--- config.mk ---
export PLATFORM = sky130hd
export DESIGN_NAME = uart_diff_port
export DESIGN_NICKNAME = d
export VERILOG_FILES = /design/src/uart_buf2.v /design/src/uart_diff_port.v
export VERILOG_INCLUDE_DIRS = /design/src
export SDC_FILE = /design/constraint.sdc
export NUM_CORES = 1
export LEC_CHECK = 0
export ABC_AREA = 1
export BUFFER_PORTS_ARGS = -buffer_cell sky130_fd_sc_hd__buf_2
export CORE_ASPECT_RATIO = 0.75
export CORE_MARGIN = 3
export CORE_UTILIZATION = 56
export DETAILED_ROUTE_END_ITERATION = 16
export HOLD_SLACK_MARGIN = 0.05
export PLACE_DENSITY = 0.76
export SETUP_SLACK_MARGIN = 0.2
export SLEW_MARGIN = 0
export SYNTH_ARGS = -nofsm -noshare
export SYNTH_HDL_FRONTEND = slang
export SYNTH_HIERARCHICAL = 1
export SYNTH_SLANG_ARGS = --single-unit
export TNS_END_PERCENT = 20
--- constraint.sdc ---
create_clock -name i_core_clk -period 2.6 [get_ports i_core_clk]
set_input_delay 0.13 -clock i_core_clk [delete_from_list [all_inputs] [get_ports i_core_clk]]
set_output_delay 0.13 -clock i_core_clk [all_outputs]
set_load 0.005 [all_outputs]
--- src/uart_defs.vh ---
// Register map, field positions and timing constants of the differential serial port
// Operation
// - Line control bit 7 switches offsets 0 and 1 to the baud divisor.
// - Divisor low byte at offset 0, high byte at offset 1.
// - Bit rate is reference clock over thirty-two times divisor.
// - Reference clock is 1.8432 MHz low setting, 7.3728 MHz high setting.
// - Line control bits 1:0 give character length minus five.
// - Line control bit 2 selects one or two stop bits.
// - Line control bits 3 to 6 control parity and break.
// - Line status bit 0 is high while a received character waits.
// - Line status bit 5 high when transmit holding register is empty.
// - Interrupt identification shows 4 for received data, else none pending.
// - In RS422 mode modem control bit 1 drives request-to-send direction.
// - In RS485 mode the driver turns on whenever transmit data is ready.
// - Modem control bit 3 gates the interrupt request output.
// - A jumper selects RS422 or RS485 direction control.
`ifndef UART_DEFS_VH
`define UART_DEFS_VH
`define ADDR_DATA 3'h0
`define ADDR_DIV_HIGH 3'h1
`define ADDR_IIR 3'h2
`define ADDR_LCR 3'h3
`define ADDR_MCR3 3'h4
`define ADDR_LSR 3'h5
`define LCR_DIV_SELECT 7
`define CHAR_LEN_BASE 4'h5
`define LCR_STOP 2
`define LCR_PAR_EN 3
`define LCR_PAR_EVEN 4
`define LCR_PAR_STICK 5
`define LCR_BREAK 6
`define MCR_RTS 1
`define MCR_GATE 3
`define LCR_RESET 8'h00
`define MCR_RESET 8'h00
`define DIV_RESET 16'h0000
`define IIR_RX_DATA 8'h04
`define IIR_NONE 8'h01
`define OVERSAMPLE 5'h1f
`define OVERSAMPLE_MID 5'h0f
`endif

--- src/uart_buf2.v ---
// Two-entry valid/ready buffer in the transmit data path
`timescale 1ns/10ps
module uart_buf2
#(
    parameter WIDTH = 8
)
(
    input wire i_core_clk,
    input wire i_rst_b,
    input wire i_in_valid,
    output wire o_in_ready,
    input wire [WIDTH-1:0] i_in_data,
    output wire o_out_valid,
    input wire i_out_ready,
    output wire [WIDTH-1:0] o_out_data
);
    reg [WIDTH-1:0] mem [0:1];
    reg wr_ptr;
    reg rd_ptr;
    reg [1:0] count;
    wire push;
    wire pop;

    // Handshakes; full and empty come straight from the count
    assign o_in_ready = (count != 2'd2);
    assign o_out_valid = (count != 2'd0);
    assign o_out_data = mem[rd_ptr];
    assign push = i_in_valid && o_in_ready;
    assign pop = o_out_valid && i_out_ready;

    // Pointers and occupancy count
    always @(posedge i_core_clk or negedge i_rst_b)
    begin
        if (!i_rst_b)
        begin
            wr_ptr <= 1'b0;
            rd_ptr <= 1'b0;
            count <= 2'd0;
        end
        else
        begin
            if (push)
            begin
                wr_ptr <= ~wr_ptr;
            end
            if (pop)
            begin
                rd_ptr <= ~rd_ptr;
            end
            if (push && !pop)
            begin
                count <= count + 2'd1;
            end
            else if (pop && !push)
            begin
                count <= count - 2'd1;
            end
        end
    end

    // Data array has no reset; only valid entries are read
    always @(posedge i_core_clk)
    begin
        if (push)
        begin
            mem[wr_ptr] <= i_in_data;
        end
    end
endmodule

--- src/uart_diff_port.v ---
// Differential serial port core with byte-wide register set
`timescale 1ns/10ps
`include "uart_defs.vh"
module uart_diff_port
(
    input wire i_core_clk,
    input wire i_rst_b,
    input wire [2:0] i_addr,
    input wire i_rd,
    input wire i_wr,
    input wire [7:0] i_wdata,
    output reg [7:0] o_rdata,
    input wire i_ref_clk_en,
    input wire i_mode_rs485,
    input wire i_rx,
    output reg o_tx,
    output wire o_rts,
    output wire o_drv_en,
    output wire o_irq
);
    // ------------------------------------------------------------
    // Registers
    // ------------------------------------------------------------
    reg [7:0] lcr;
    reg [7:0] mcr;
    reg [15:0] divisor;
    reg [7:0] rx_hold;
    reg rx_ready;
    wire divisor_access_select = lcr[`LCR_DIV_SELECT];
    wire [3:0] char_len = {2'b00, lcr[1:0]} + `CHAR_LEN_BASE;
    wire tx_ready;
    wire tx_valid;
    wire [7:0] tx_data;
    reg tx_take;
    reg tx_busy;
    reg rx_done;
    reg [7:0] rx_byte;

    // Host writes; divisor access select reroutes offsets 0 and 1
    always @(posedge i_core_clk or negedge i_rst_b)
    begin
        if (!i_rst_b)
        begin
            lcr <= `LCR_RESET;
            mcr <= `MCR_RESET;
            divisor <= `DIV_RESET;
        end
        else if (i_wr)
        begin
            if (i_addr == `ADDR_DATA && divisor_access_select)
            begin
                divisor[7:0] <= i_wdata;
            end
            if (i_addr == `ADDR_DIV_HIGH && divisor_access_select)
            begin
                divisor[15:8] <= i_wdata;
            end
            if (i_addr == `ADDR_LCR)
            begin
                lcr <= i_wdata;
            end
            if (i_addr == `ADDR_MCR3)
            begin
                mcr <= i_wdata;
            end
        end
    end

    // Data writes with divisor access clear feed the transmit buffer
    wire tx_push = i_wr && (i_addr == `ADDR_DATA) && !divisor_access_select;
    wire thr_empty = tx_ready && !tx_valid;

    uart_buf2 #(.WIDTH(8)) u_txbuf
    (
        .i_core_clk(i_core_clk),
        .i_rst_b(i_rst_b),
        .i_in_valid(tx_push),
        .o_in_ready(tx_ready),
        .i_in_data(i_wdata),
        .o_out_valid(tx_valid),
        .i_out_ready(tx_take),
        .o_out_data(tx_data)
    );

    // Read mux; receive read pops the holding register
    wire rx_pop = i_rd && (i_addr == `ADDR_DATA) && !divisor_access_select;
    always @(posedge i_core_clk or negedge i_rst_b)
    begin
        if (!i_rst_b)
        begin
            o_rdata <= 8'h00;
        end
        else if (i_rd)
        begin
            case (i_addr)
                `ADDR_DATA: o_rdata <= divisor_access_select ? divisor[7:0] : rx_hold;
                `ADDR_DIV_HIGH: o_rdata <= divisor_access_select ? divisor[15:8] : 8'h00;
                `ADDR_IIR: o_rdata <= rx_ready ? `IIR_RX_DATA : `IIR_NONE;
                `ADDR_LCR: o_rdata <= lcr;
                `ADDR_MCR3: o_rdata <= mcr;
                `ADDR_LSR: o_rdata <= {1'b0, thr_empty && !tx_busy, thr_empty, 4'h0,
                    rx_ready};
                default: o_rdata <= 8'h00;
            endcase
        end
    end

    // Receive flag: a new character wins over a same-cycle read
    always @(posedge i_core_clk or negedge i_rst_b)
    begin
        if (!i_rst_b)
        begin
            rx_ready <= 1'b0;
            rx_hold <= 8'h00;
        end
        else if (rx_done)
        begin
            rx_ready <= 1'b1;
            rx_hold <= rx_byte;
        end
        else if (rx_pop)
        begin
            rx_ready <= 1'b0;
        end
    end

    // Interrupt only while the gate output bit is set
    assign o_irq = rx_ready && mcr[`MCR_GATE];

    // ------------------------------------------------------------
    // Baud tick: reference enable divided by divisor, 32 ticks a bit
    // ------------------------------------------------------------
    // Reference enable pulses at 1.8432 or 7.3728 MHz per the rate jumper
    reg [15:0] div_cnt;
    reg tick;
    always @(posedge i_core_clk or negedge i_rst_b)
    begin
        if (!i_rst_b)
        begin
            div_cnt <= 16'h0000;
            tick <= 1'b0;
        end
        else
        begin
            tick <= 1'b0;
            if (i_ref_clk_en)
            begin
                if (div_cnt + 16'h0001 >= divisor)
                begin
                    div_cnt <= 16'h0000;
                    tick <= 1'b1;
                end
                else
                begin
                    div_cnt <= div_cnt + 16'h0001;
                end
            end
        end
    end

    // Pin input synchroniser
    reg rx_s1;
    reg rx_s2;
    always @(posedge i_core_clk or negedge i_rst_b)
    begin
        if (!i_rst_b)
        begin
            rx_s1 <= 1'b1;
            rx_s2 <= 1'b1;
        end
        else
        begin
            rx_s1 <= i_rx;
            rx_s2 <= rx_s1;
        end
    end

    // ------------------------------------------------------------
    // Transmitter: 32 ticks per bit
    // ------------------------------------------------------------
    localparam TX_IDLE = 2'd0;
    localparam TX_DATA = 2'd1;
    localparam TX_PAR = 2'd2;
    localparam TX_STOP = 2'd3;
    reg [1:0] tx_state;
    reg [4:0] tx_sub;
    reg [3:0] tx_bit;
    reg [7:0] tx_shift;
    reg tx_parity;
    wire par_bit = lcr[`LCR_PAR_STICK] ? !lcr[`LCR_PAR_EVEN] : (tx_parity ^
        !lcr[`LCR_PAR_EVEN]);
    always @(posedge i_core_clk or negedge i_rst_b)
    begin
        if (!i_rst_b)
        begin
            tx_state <= TX_IDLE;
            tx_sub <= 5'h00;
            tx_bit <= 4'h0;
            tx_shift <= 8'h00;
            tx_parity <= 1'b0;
            tx_busy <= 1'b0;
            tx_take <= 1'b0;
            o_tx <= 1'b1;
        end
        else
        begin
            tx_take <= 1'b0;
            case (tx_state)
                TX_IDLE:
                begin
                    o_tx <= !lcr[`LCR_BREAK] ? 1'b1 : 1'b0;
                    if (tx_valid && !tx_take && tick)
                    begin
                        tx_take <= 1'b1;
                        tx_shift <= tx_data;
                        tx_parity <= 1'b0;
                        tx_busy <= 1'b1;
                        tx_sub <= 5'h00;
                        tx_bit <= 4'h0;
                        o_tx <= 1'b0;
                        tx_state <= TX_DATA;
                    end
                    else if (!tx_valid)
                    begin
                        tx_busy <= 1'b0;
                    end
                end
                TX_DATA, TX_PAR, TX_STOP:
                begin
                    if (tick)
                    begin
                        tx_sub <= tx_sub + 5'h01;
                        if (tx_sub == `OVERSAMPLE)
                        begin
                            tx_bit <= tx_bit + 4'h1;
                            if (tx_state == TX_DATA && tx_bit < char_len)
                            begin
                                o_tx <= tx_shift[0] & !lcr[`LCR_BREAK];
                                tx_parity <= tx_parity ^ tx_shift[0];
                                tx_shift <= {1'b0, tx_shift[7:1]};
                            end
                            else if (tx_state == TX_DATA && lcr[`LCR_PAR_EN])
                            begin
                                o_tx <= par_bit & !lcr[`LCR_BREAK];
                                tx_state <= TX_PAR;
                            end
                            else if (tx_state != TX_STOP)
                            begin
                                o_tx <= !lcr[`LCR_BREAK];
                                tx_bit <= 4'h0;
                                tx_state <= TX_STOP;
                            end
                            else if (tx_bit == {3'b000, lcr[`LCR_STOP]})
                            begin
                                tx_state <= TX_IDLE;
                            end
                        end
                    end
                end
                default: tx_state <= TX_IDLE;
            endcase
        end
    end

    // Direction: RTS in RS422, auto driver enable in RS485
    assign o_rts = mcr[`MCR_RTS];
    assign o_drv_en = i_mode_rs485 ? (tx_valid || tx_busy) : mcr[`MCR_RTS];

    // ------------------------------------------------------------
    // Receiver: samples mid-bit
    // ------------------------------------------------------------
    localparam RX_IDLE = 2'd0;
    localparam RX_BITS = 2'd1;
    localparam RX_STOP = 2'd2;
    reg [1:0] rx_state;
    reg [4:0] rx_sub;
    reg [3:0] rx_bit;
    wire [3:0] rx_frame = char_len + {3'b000, lcr[`LCR_PAR_EN]};
    always @(posedge i_core_clk or negedge i_rst_b)
    begin
        if (!i_rst_b)
        begin
            rx_state <= RX_IDLE;
            rx_sub <= 5'h00;
            rx_bit <= 4'h0;
            rx_byte <= 8'h00;
            rx_done <= 1'b0;
        end
        else
        begin
            rx_done <= 1'b0;
            case (rx_state)
                RX_IDLE:
                begin
                    if (tick && !rx_s2)
                    begin
                        rx_sub <= 5'h00;
                        rx_bit <= 4'h0;
                        rx_byte <= 8'h00;
                        rx_state <= RX_BITS;
                    end
                end
                RX_BITS:
                begin
                    if (tick)
                    begin
                        rx_sub <= rx_sub + 5'h01;
                        if (rx_sub == `OVERSAMPLE_MID)
                        begin
                            // Start bit glitch returns to idle
                            if (rx_bit == 4'h0 && rx_s2)
                            begin
                                rx_state <= RX_IDLE;
                            end
                            else if (rx_bit != 4'h0 && rx_bit <= char_len)
                            begin
                                rx_byte[rx_bit[2:0] - 3'd1] <= rx_s2;
                            end
                            rx_bit <= rx_bit + 4'h1;
                            if (rx_bit == rx_frame)
                            begin
                                rx_state <= RX_STOP;
                            end
                        end
                    end
                end
                RX_STOP:
                begin
                    if (tick && rx_sub == `OVERSAMPLE_MID)
                    begin
                        rx_done <= 1'b1;
                        rx_state <= RX_IDLE;
                    end
                    else if (tick)
                    begin
                        rx_sub <= rx_sub + 5'h01;
                    end
                end
                default: rx_state <= RX_IDLE;
            endcase
        end
    end
endmodule

==> metrics.md, run 1 <==
| Metric | Value |
|---|---|
| MaxCap Viol Count | 0 |
| Post-Place Worst Slack | 29.7 ps |
| Sequential cell area | 3360 sq um |
| Final HPWL DP | 12400 microns |
| Initial DRC count | 514 |
| Syn Nets | 999 |
| CP cell instances | ha_4 -> nand3_4 -> buf_6 -> inv_1 -> nand2_1 -> nand2_1 -> o21ai_2 -> inv_1 -> ha_1 -> nand4_1 -> nor3_2 -> nand3_1 -> nand3_2 -> clkbuf_16 -> a21oi_1 |
| Max Slew Vio Count | 0 |
| Via-to-Cell Ratio | 5.42 |
| # fillers | 989 |
| Final critical-path required period | 2450 ps |
| Hold Slack | about 120 ps |
| Drt pass-1 iters | 5 |
| Cell Count, Final, Fillers Out | 1177 |
| Residual DRC | 0 |
| Peak Freq | 408 MHz |
| Arrival time worst endpoint | 2730 ps |
| Main flop type after synthesis | dfrtp_1 |
| DRT met1 WL | 8680 microns |
| WL met3 | 1300 microns |
| Slew margin rel. | 0.589 |
| Initial antenna violation count | 0 |
| Worst-margin pin slew | slightly above 600 ps |
| Wire per inst | 15.2 microns |
| CP startpoint kind | flip-flop |
| CTS tree | built |
| Global-route wire length before repair | ~30000 microns |
| # rows | 35 |
| Vias in the first global route | 6044 |
| I/O pin count | 30 |
| Largest net degree at the start of global routing | just over 70 |
| Die Y | 106 microns |
| Power per cell area | 1010 nW/um^2 |
| Top flop regs | div_cnt: 16 flops, divisor: 16 flops, u_txbuf/mem: 16 flops |
| Crit end category | flip-flop |
| Routed vias | 6379 |
| Clk buf depth | 2 |
| DP Cell Count | 1124 |
| Core area | 12700 sq um |
| Fin crit share | 0.942 |
| Area delta synth->final | 16.8% |
| Clock Skew | 11.8 ps |
| IO buf count | 29 |
| Total of warnings raised by yosys | 6 |
| Layout Nets | 1061 |
| Share of cells above drive strength 1 | 0.166 |
| Ys async rst share | 0.878 |
| Avg Synthesized Cell Area | 8.01 sq um |
| CP Data Required Time | approximately 2900 ps |
| Worst vdd ir | 0.786 mV |
| Status | completed |
| Setup violations, final | 0 |
| Cell Area, Synth | 7500 sq um |
| Worst path top cell family by delay | simple AND/OR/NAND/NOR gates |
| Register area share after synthesis | 0.448 |
| WL final | 17900 microns |
| Root Driver | clkbuf_16 |
| Number of buffers created by CTS | 17 |
| Worst min path class | input pin to async pin |
| Critical-path top delay cell | dfrtp_2 |
| Die width | 140 microns |
| #FFs+latches synth | about 130 |
| Area occupied by multi-input gates | 3670 sq um |
| Routed Antenna Nets | 0 |
| Post-route setup slack | 151 ps |
| Die ar. | between 10000 and 15000 sq um |
| Crit path kind | flip-flop to flip-flop |
| Number of diodes | 0 |
| H-Tree Depth | 4 |
| Top Layer Used | met4 |
| TritonCTS sink count | 131 |
| RSZ-0062 raised after global routing | true |
| Syn Inst Count | ~940 |
| Crit path largest cell delay | approximately 440 ps |
| RePlAce Congestion | 0.962 |
| All-Layer GR Usage | 0.252 |
| Critical path peak fanout | 8 |
| Met2 routed WL | 7680 microns |
| Worst path bufs/invs | 4 |
| Post-synth cell types | 45 |
| Worst skew pair latency | roughly 420 ps |
| Initial Utilization | 0.591 |
| P_leak | 4.41 nW |
| Final global-route overflow total | 0 |
| EDFF count, synth | 16 |
| Final Hold Fails | 0 |
| CTS clk-pin slew, worst paths | 70 ps |
[path summary, 6_finish.rpt]
check                                start  cells past startpoint           to  slack (ps)
worst min-delay path               i_rst_b                      2  tx_shift[5]         120
min in group i_core_clk               i_wr                      3       lcr[4]         200
worst max-delay path            div_cnt[0]                     15  div_cnt[12]         150
max in group asynchronous          i_rst_b                      3  divisor[13]        1770
worst max register to register  div_cnt[0]                     15  div_cnt[12]         150
worst min register to register       rx_s1                      0        rx_s2         350
[per-stage QoR]
step	TNS, ps	instance area [sq um]	total power, mW	utilization
2_1_floorplan	0	7500	5.44	-
3_3_place_gp	0	7850	6.11	0.618
3_5_place_dp	0	7850	6.20	0.618
4_1_cts	0	8600	8.66	0.677
5_1_grt	-125	8760	9.50	0.690
6_report	0	8760	8.83	0.690
[what timing repair did]
item | in CTS | in global routing
buffers inserted | 5 | 4
gates cloned | 0 | 1
gates resized for setup | 8 | 28
hold buffers | 11 | 0
hold endpoints to repair | 131 | 0
setup endpoints to repair | 17 | 19
pin swaps | 1 | 8
[layer usage]
metal  up-vias  track usage
li1       3139            -
met1      2993        0.385
met2       224        0.367
met3        23       0.0517
met4         0       0.0636
met5         -            0
[cell type report]
class | instances | share of cell area
inverters | 127 | 0.0544
well taps | 166 | 0.0237
multi-input cells | 659 | 0.419
clock inverters | 15 | 0.0167
flip-flops and latches | 131 | 0.384
clock buffers | 17 | 0.0486
repair buffers | 62 | 0.0536
[cell families (layout without fill, tap and decap cells)]
group | Yosys count | in the layout | share of synthesized area
AO/OA/AOI/OAI | 142 | 142 | 0.109
XOR/XNOR | 13 | 13 | 0.0162
adder cells (fa/ha/maj) | 45 | 45 | 0.0761
buffers and inverters | 146 | 221 | 0.0801
flip-flops | 131 | 131 | 0.448
multiplexers | 9 | 9 | 0.0120
AND/OR/NAND/NOR | 450 | 450 | 0.259
[synthesized netlist by cell type (2+ instances only)]
| cell | count | area, sq um |
|---|---|---|
| nor2_2 | 2 | 12.5 |
| clkbuf_1 | 7 | 26.3 |
| xnor2_1 | 4 | 35.0 |
| buf_4 | 2 | 15.0 |
| nand3b_1 | 8 | 60.1 |
| dfrtp_1 | 112 | 2800 |
| o21ai_2 | 15 | 131 |
| o21bai_1 | 4 | 30.0 |
| nand3_2 | 4 | 40.0 |
| ha_1 | 44 | 551 |
| nor3_4 | 2 | 32.5 |
| o211ai_1 | 2 | 15.0 |
| a21o_1 | 2 | 15.0 |
| o21ai_1 | 25 | 125 |
| a31oi_1 | 2 | 12.5 |
| xor2_1 | 8 | 70.1 |
| nand2_1 | 298 | 1120 |
| inv_2 | 10 | 37.5 |
| or2_2 | 4 | 25.0 |
| o22ai_1 | 2 | 12.5 |
| o21ai_0 | 47 | 235 |
| nand3_1 | 48 | 240 |
| and2_1 | 3 | 18.8 |
| nor2_1 | 52 | 195 |
| a211oi_1 | 2 | 15.0 |
| buf_6 | 3 | 33.8 |
| a21oi_1 | 38 | 190 |
| dfstp_2 | 3 | 78.8 |
| nor3_1 | 7 | 35.0 |
| nand4_1 | 7 | 43.8 |
| buf_2 | 5 | 25.0 |
| edfxtp_1 | 16 | 480 |
| inv_1 | 116 | 435 |
| nand2_2 | 10 | 62.6 |
| mux2i_1 | 9 | 90.1 |
| nand2_4 | 4 | 45.0 |
[cell usage in the layout (no fill, tap or decap), types with 8 or more instances in the layout]
master	count
dfrtp_1	110
nor2_1	45
dlygate4sd3_1	11
nand3_1	46
mux2i_1	9
nand2_2	16
buf_2	28
nand2_1	292
xor2_1	8
ha_1	41
nand3b_1	8
edfxtp_1	16
inv_2	11
a21oi_1	36
inv_1	115
buf_4	19
o21ai_2	17
o21ai_1	26
o21ai_0	44
clkbuf_16	18
[power by group]
group	switching (mW)	internal (mW)	total [mW]
sequential	0.466	2.56	3.03
clock	0.974	1.34	2.31
combinational	2.16	1.33	3.49
total	3.60	5.23	8.83
Power figures use the tool's default switching activity.
==> run 2, diff against run 1 <==
Settings changed: CELL_PAD_IN_SITES_DETAIL_PLACEMENT set to 1, CELL_PAD_IN_SITES_GLOBAL_PLACEMENT set to 1, CORE_UTILIZATION 56 to 43, PLACE_DENSITY 0.76 to 0.77.
==> run 2 against run 1 <==
First-iteration DRC count down 16%. Power rose by 6.1%. Critical path depth fell by 1. Critical path type unchanged. Setup slack lost 120 ps. Die area increased by 29%. Largest power group unchanged. Utilization is 15 points lower. Via count is 3.1% higher. Sequential share of layout area shrank 1.5 points. Global-route usage decreased by 1.7 points.
==> metrics.md, run 2 (synthesis results as in run 1) <==
| Metric | Value |
|---|---|
| Status | completed |
| Final global-route overflow total | 0 (unchanged) |
| Crit end category | flip-flop |
| Setup_tns | 0 ps (unchanged) |
| Via-to-Cell Ratio | 5.24 (-3.2%) |
| WL final | 23100 microns (+29%) |
| IO buf count | 29 (unchanged) |
| Worst vdd ir | 0.582 mV (-26%) |
| Worst path bufs/invs | 3 (-1) |
| Final Util | 0.538 (-0.152) |
| Cell Count, Final, Fillers Out | 1254 (+6.5%) |
| Number of diodes | 0 (unchanged) |
| Slew margin rel. | 0.452 (-0.137) |
| Crit path kind | flip-flop to flip-flop |
| Top flop regs | div_cnt: 16 flops, divisor: 16 flops, u_txbuf/mem: 16 flops |
| Hold Slack | 194 ps (+76.1 ps) |
| Hold_sp | i_wr |
| Final Hold Fails | 0 (unchanged) |
| Clk buf depth | 2 (unchanged) |
| Reg2reg start | div_cnt[2] |
| Drt pass-1 iters | 5 (unchanged) |
| MaxCap Viol Count | 0 (unchanged) |
| Wire per inst | 18.5 microns (+21%) |
| P_leak | 4.52 nW (+2.6%) |
| All-Layer GR Usage | 0.235 (-0.0171) |
| Die Y | 120 microns (+13%) |
| Area delta synth->final | 21.8% |
| RSZ-0062 raised after global routing | true |
| Initial Utilization | 0.442 (-0.149) |
| CTS tree | built |
| Largest net degree at the start of global routing | 57 (-20%) |
| Die ar. | 19100 sq um (+29%) |
| Worst-margin pin slew | 822 ps (+206 ps) |
| CTS clk-pin slew, worst paths | 60 ps (about the same) |
| Overall Power | 9.37 mW (+6.1%) |
| Setup violations, final | 0 (unchanged) |
| Most used cell, CP | nand2_1 |
| # rows | 41 (+17%) |
| Core area | 17000 sq um (+34%) |
| Share of cells above drive strength 1 | 0.207 (+0.0411) |
| CP cell instances | nand2_4 -> nor2_4 -> buf_4 -> xor2_2 -> inv_1 -> ha_1 -> a21oi_1 -> nand2_1 -> nand2_1 -> nand2_1 -> nand2_2 -> nand3_4 -> clkbuf_16 -> a21oi_1 |
| Final critical-path required period | 2570 ps (+122 ps) |
| Worst min path class | input pin to flip-flop |
| Number of buffers created by CTS | 17 (unchanged) |
| Root Driver | clkbuf_16 |
| CP startpoint kind | flip-flop |
| Final HPWL DP | 15200 microns (+23%) |
| Initial DRC count | 434 (-16%) |
| DP Cell Count | 1200 (+6.8%) |
| Layout Nets | 1068 (+0.66%) |
| Arrival time worst endpoint | 2920 ps (+190 ps) |
| Worst path top cell family by delay | simple AND/OR/NAND/NOR gates |
| Max Slew Vio Count | 0 (unchanged) |
| Die width | 158 microns (+14%) |
| RePlAce Congestion | 0.878 (-8.8%) |
| Initial antenna violation count | 0 (unchanged) |
| Peak Freq | 389 MHz (-4.7%) |
| I/O pin count | 30 (unchanged) |
| Most common cell after layout, fill and taps aside | nand2_1 |
| Residual DRC | 0 (unchanged) |
| Worst skew pair latency | 430 ps (about the same) |
| Critical-path top delay cell | dfrtp_1 |
| Clock Skew | 6.98 ps (-4.78 ps) |
| H-Tree Depth | 4 (unchanged) |
| Routed vias | 6576 (+3.1%) |
| Critical path peak fanout | 8 (unchanged) |
| Routed Antenna Nets | 0 (unchanged) |
| Vias in the first global route | 6626 (+9.6%) |
| CP startpoint | div_cnt[2] |
| Crit path largest cell delay | 430 ps (about the same) |
| Global-route wire length before repair | 34800 microns (+16%) |
| Fin crit share | 0.989 (+0.0467) |
| TritonCTS sink count | 131 (unchanged) |
| Power per cell area | 1030 nW/um^2 (+1.7%) |
| CP Data Required Time | 2950 ps (+70 ps) |
| Most frequent cells in the layout | nand2_1, inv_1, dfrtp_1 |
run 2: metrics by stage:
| step | area [sq um] | setup slack (ps) |
|---|---|---|
| floorplan | 7500 | 250 |
| global placement | 8000 | 224 |
| detailed placement | 8000 | 103 |
| CTS | 8700 | 200 |
| global route | 9130 | -103 |
| finish | 9130 | 29.2 |
run 2: final cells by class:
class	instances	area, sq um
multi-input combinational	659	3870
tap	236	295
fill	2036	7850
clock buffer	18	429
clock inverter	14	131
timing repair buffer	69	567
sequential	131	3370
inverter	127	477
run 2: path summary, 6_finish.rpt:
path,slack (ps),endpoint,cells past startpoint
setup / recovery,30,div_cnt[8],14
hold / removal,190,lcr[7],3
setup reg to reg,30,div_cnt[8],14
hold reg to reg,360,rx_s2,0
max in group asynchronous,1560,rx_byte[3],3
min in group asynchronous,360,tx_shift[4],2
run 2: layer usage:
| metal | GRT usage | up-vias | share of wire |
|---|---|---|---|
| li1 | - | 3142 | - |
| met4 | 0.0618 | 0 | 0.017 |
| met3 | 0.0394 | 36 | 0.050 |
| met5 | 0 | - | 0 |
| met1 | 0.346 | 3257 | 0.47 |
| met2 | 0.358 | 141 | 0.46 |
run 2: worst reg2reg max path: cells and delay by family (launching register included):
family	cells	cell delay (ps)
and+or+nand+nor	7	790
buffers and inverters	3	450
DFF	1	430
AOI/OAI and AO/OA	2	350
adders and majority gates	1	330
xor gates and xnor gates	1	150
run 2: power by group:
part / internal, mW / total (mW) / switching [mW] / leakage, nW
combinational: 1.48 / 3.98 / 2.50 / 2.61
clock: 1.33 / 2.32 / 0.992 / 0.275
sequential: 2.56 / 3.07 / 0.506 / 1.64
run 2: repair_timing:
item                                   in CTS  in global routing
gates cloned                                0                  2
resized for setup                           7                 82
hold buffers                               11                  0
pin swaps                                   0                 25
setup endpoints to repair                  17                 25
endpoints found under the hold margin      70                  0
setup buffers                               1                  8
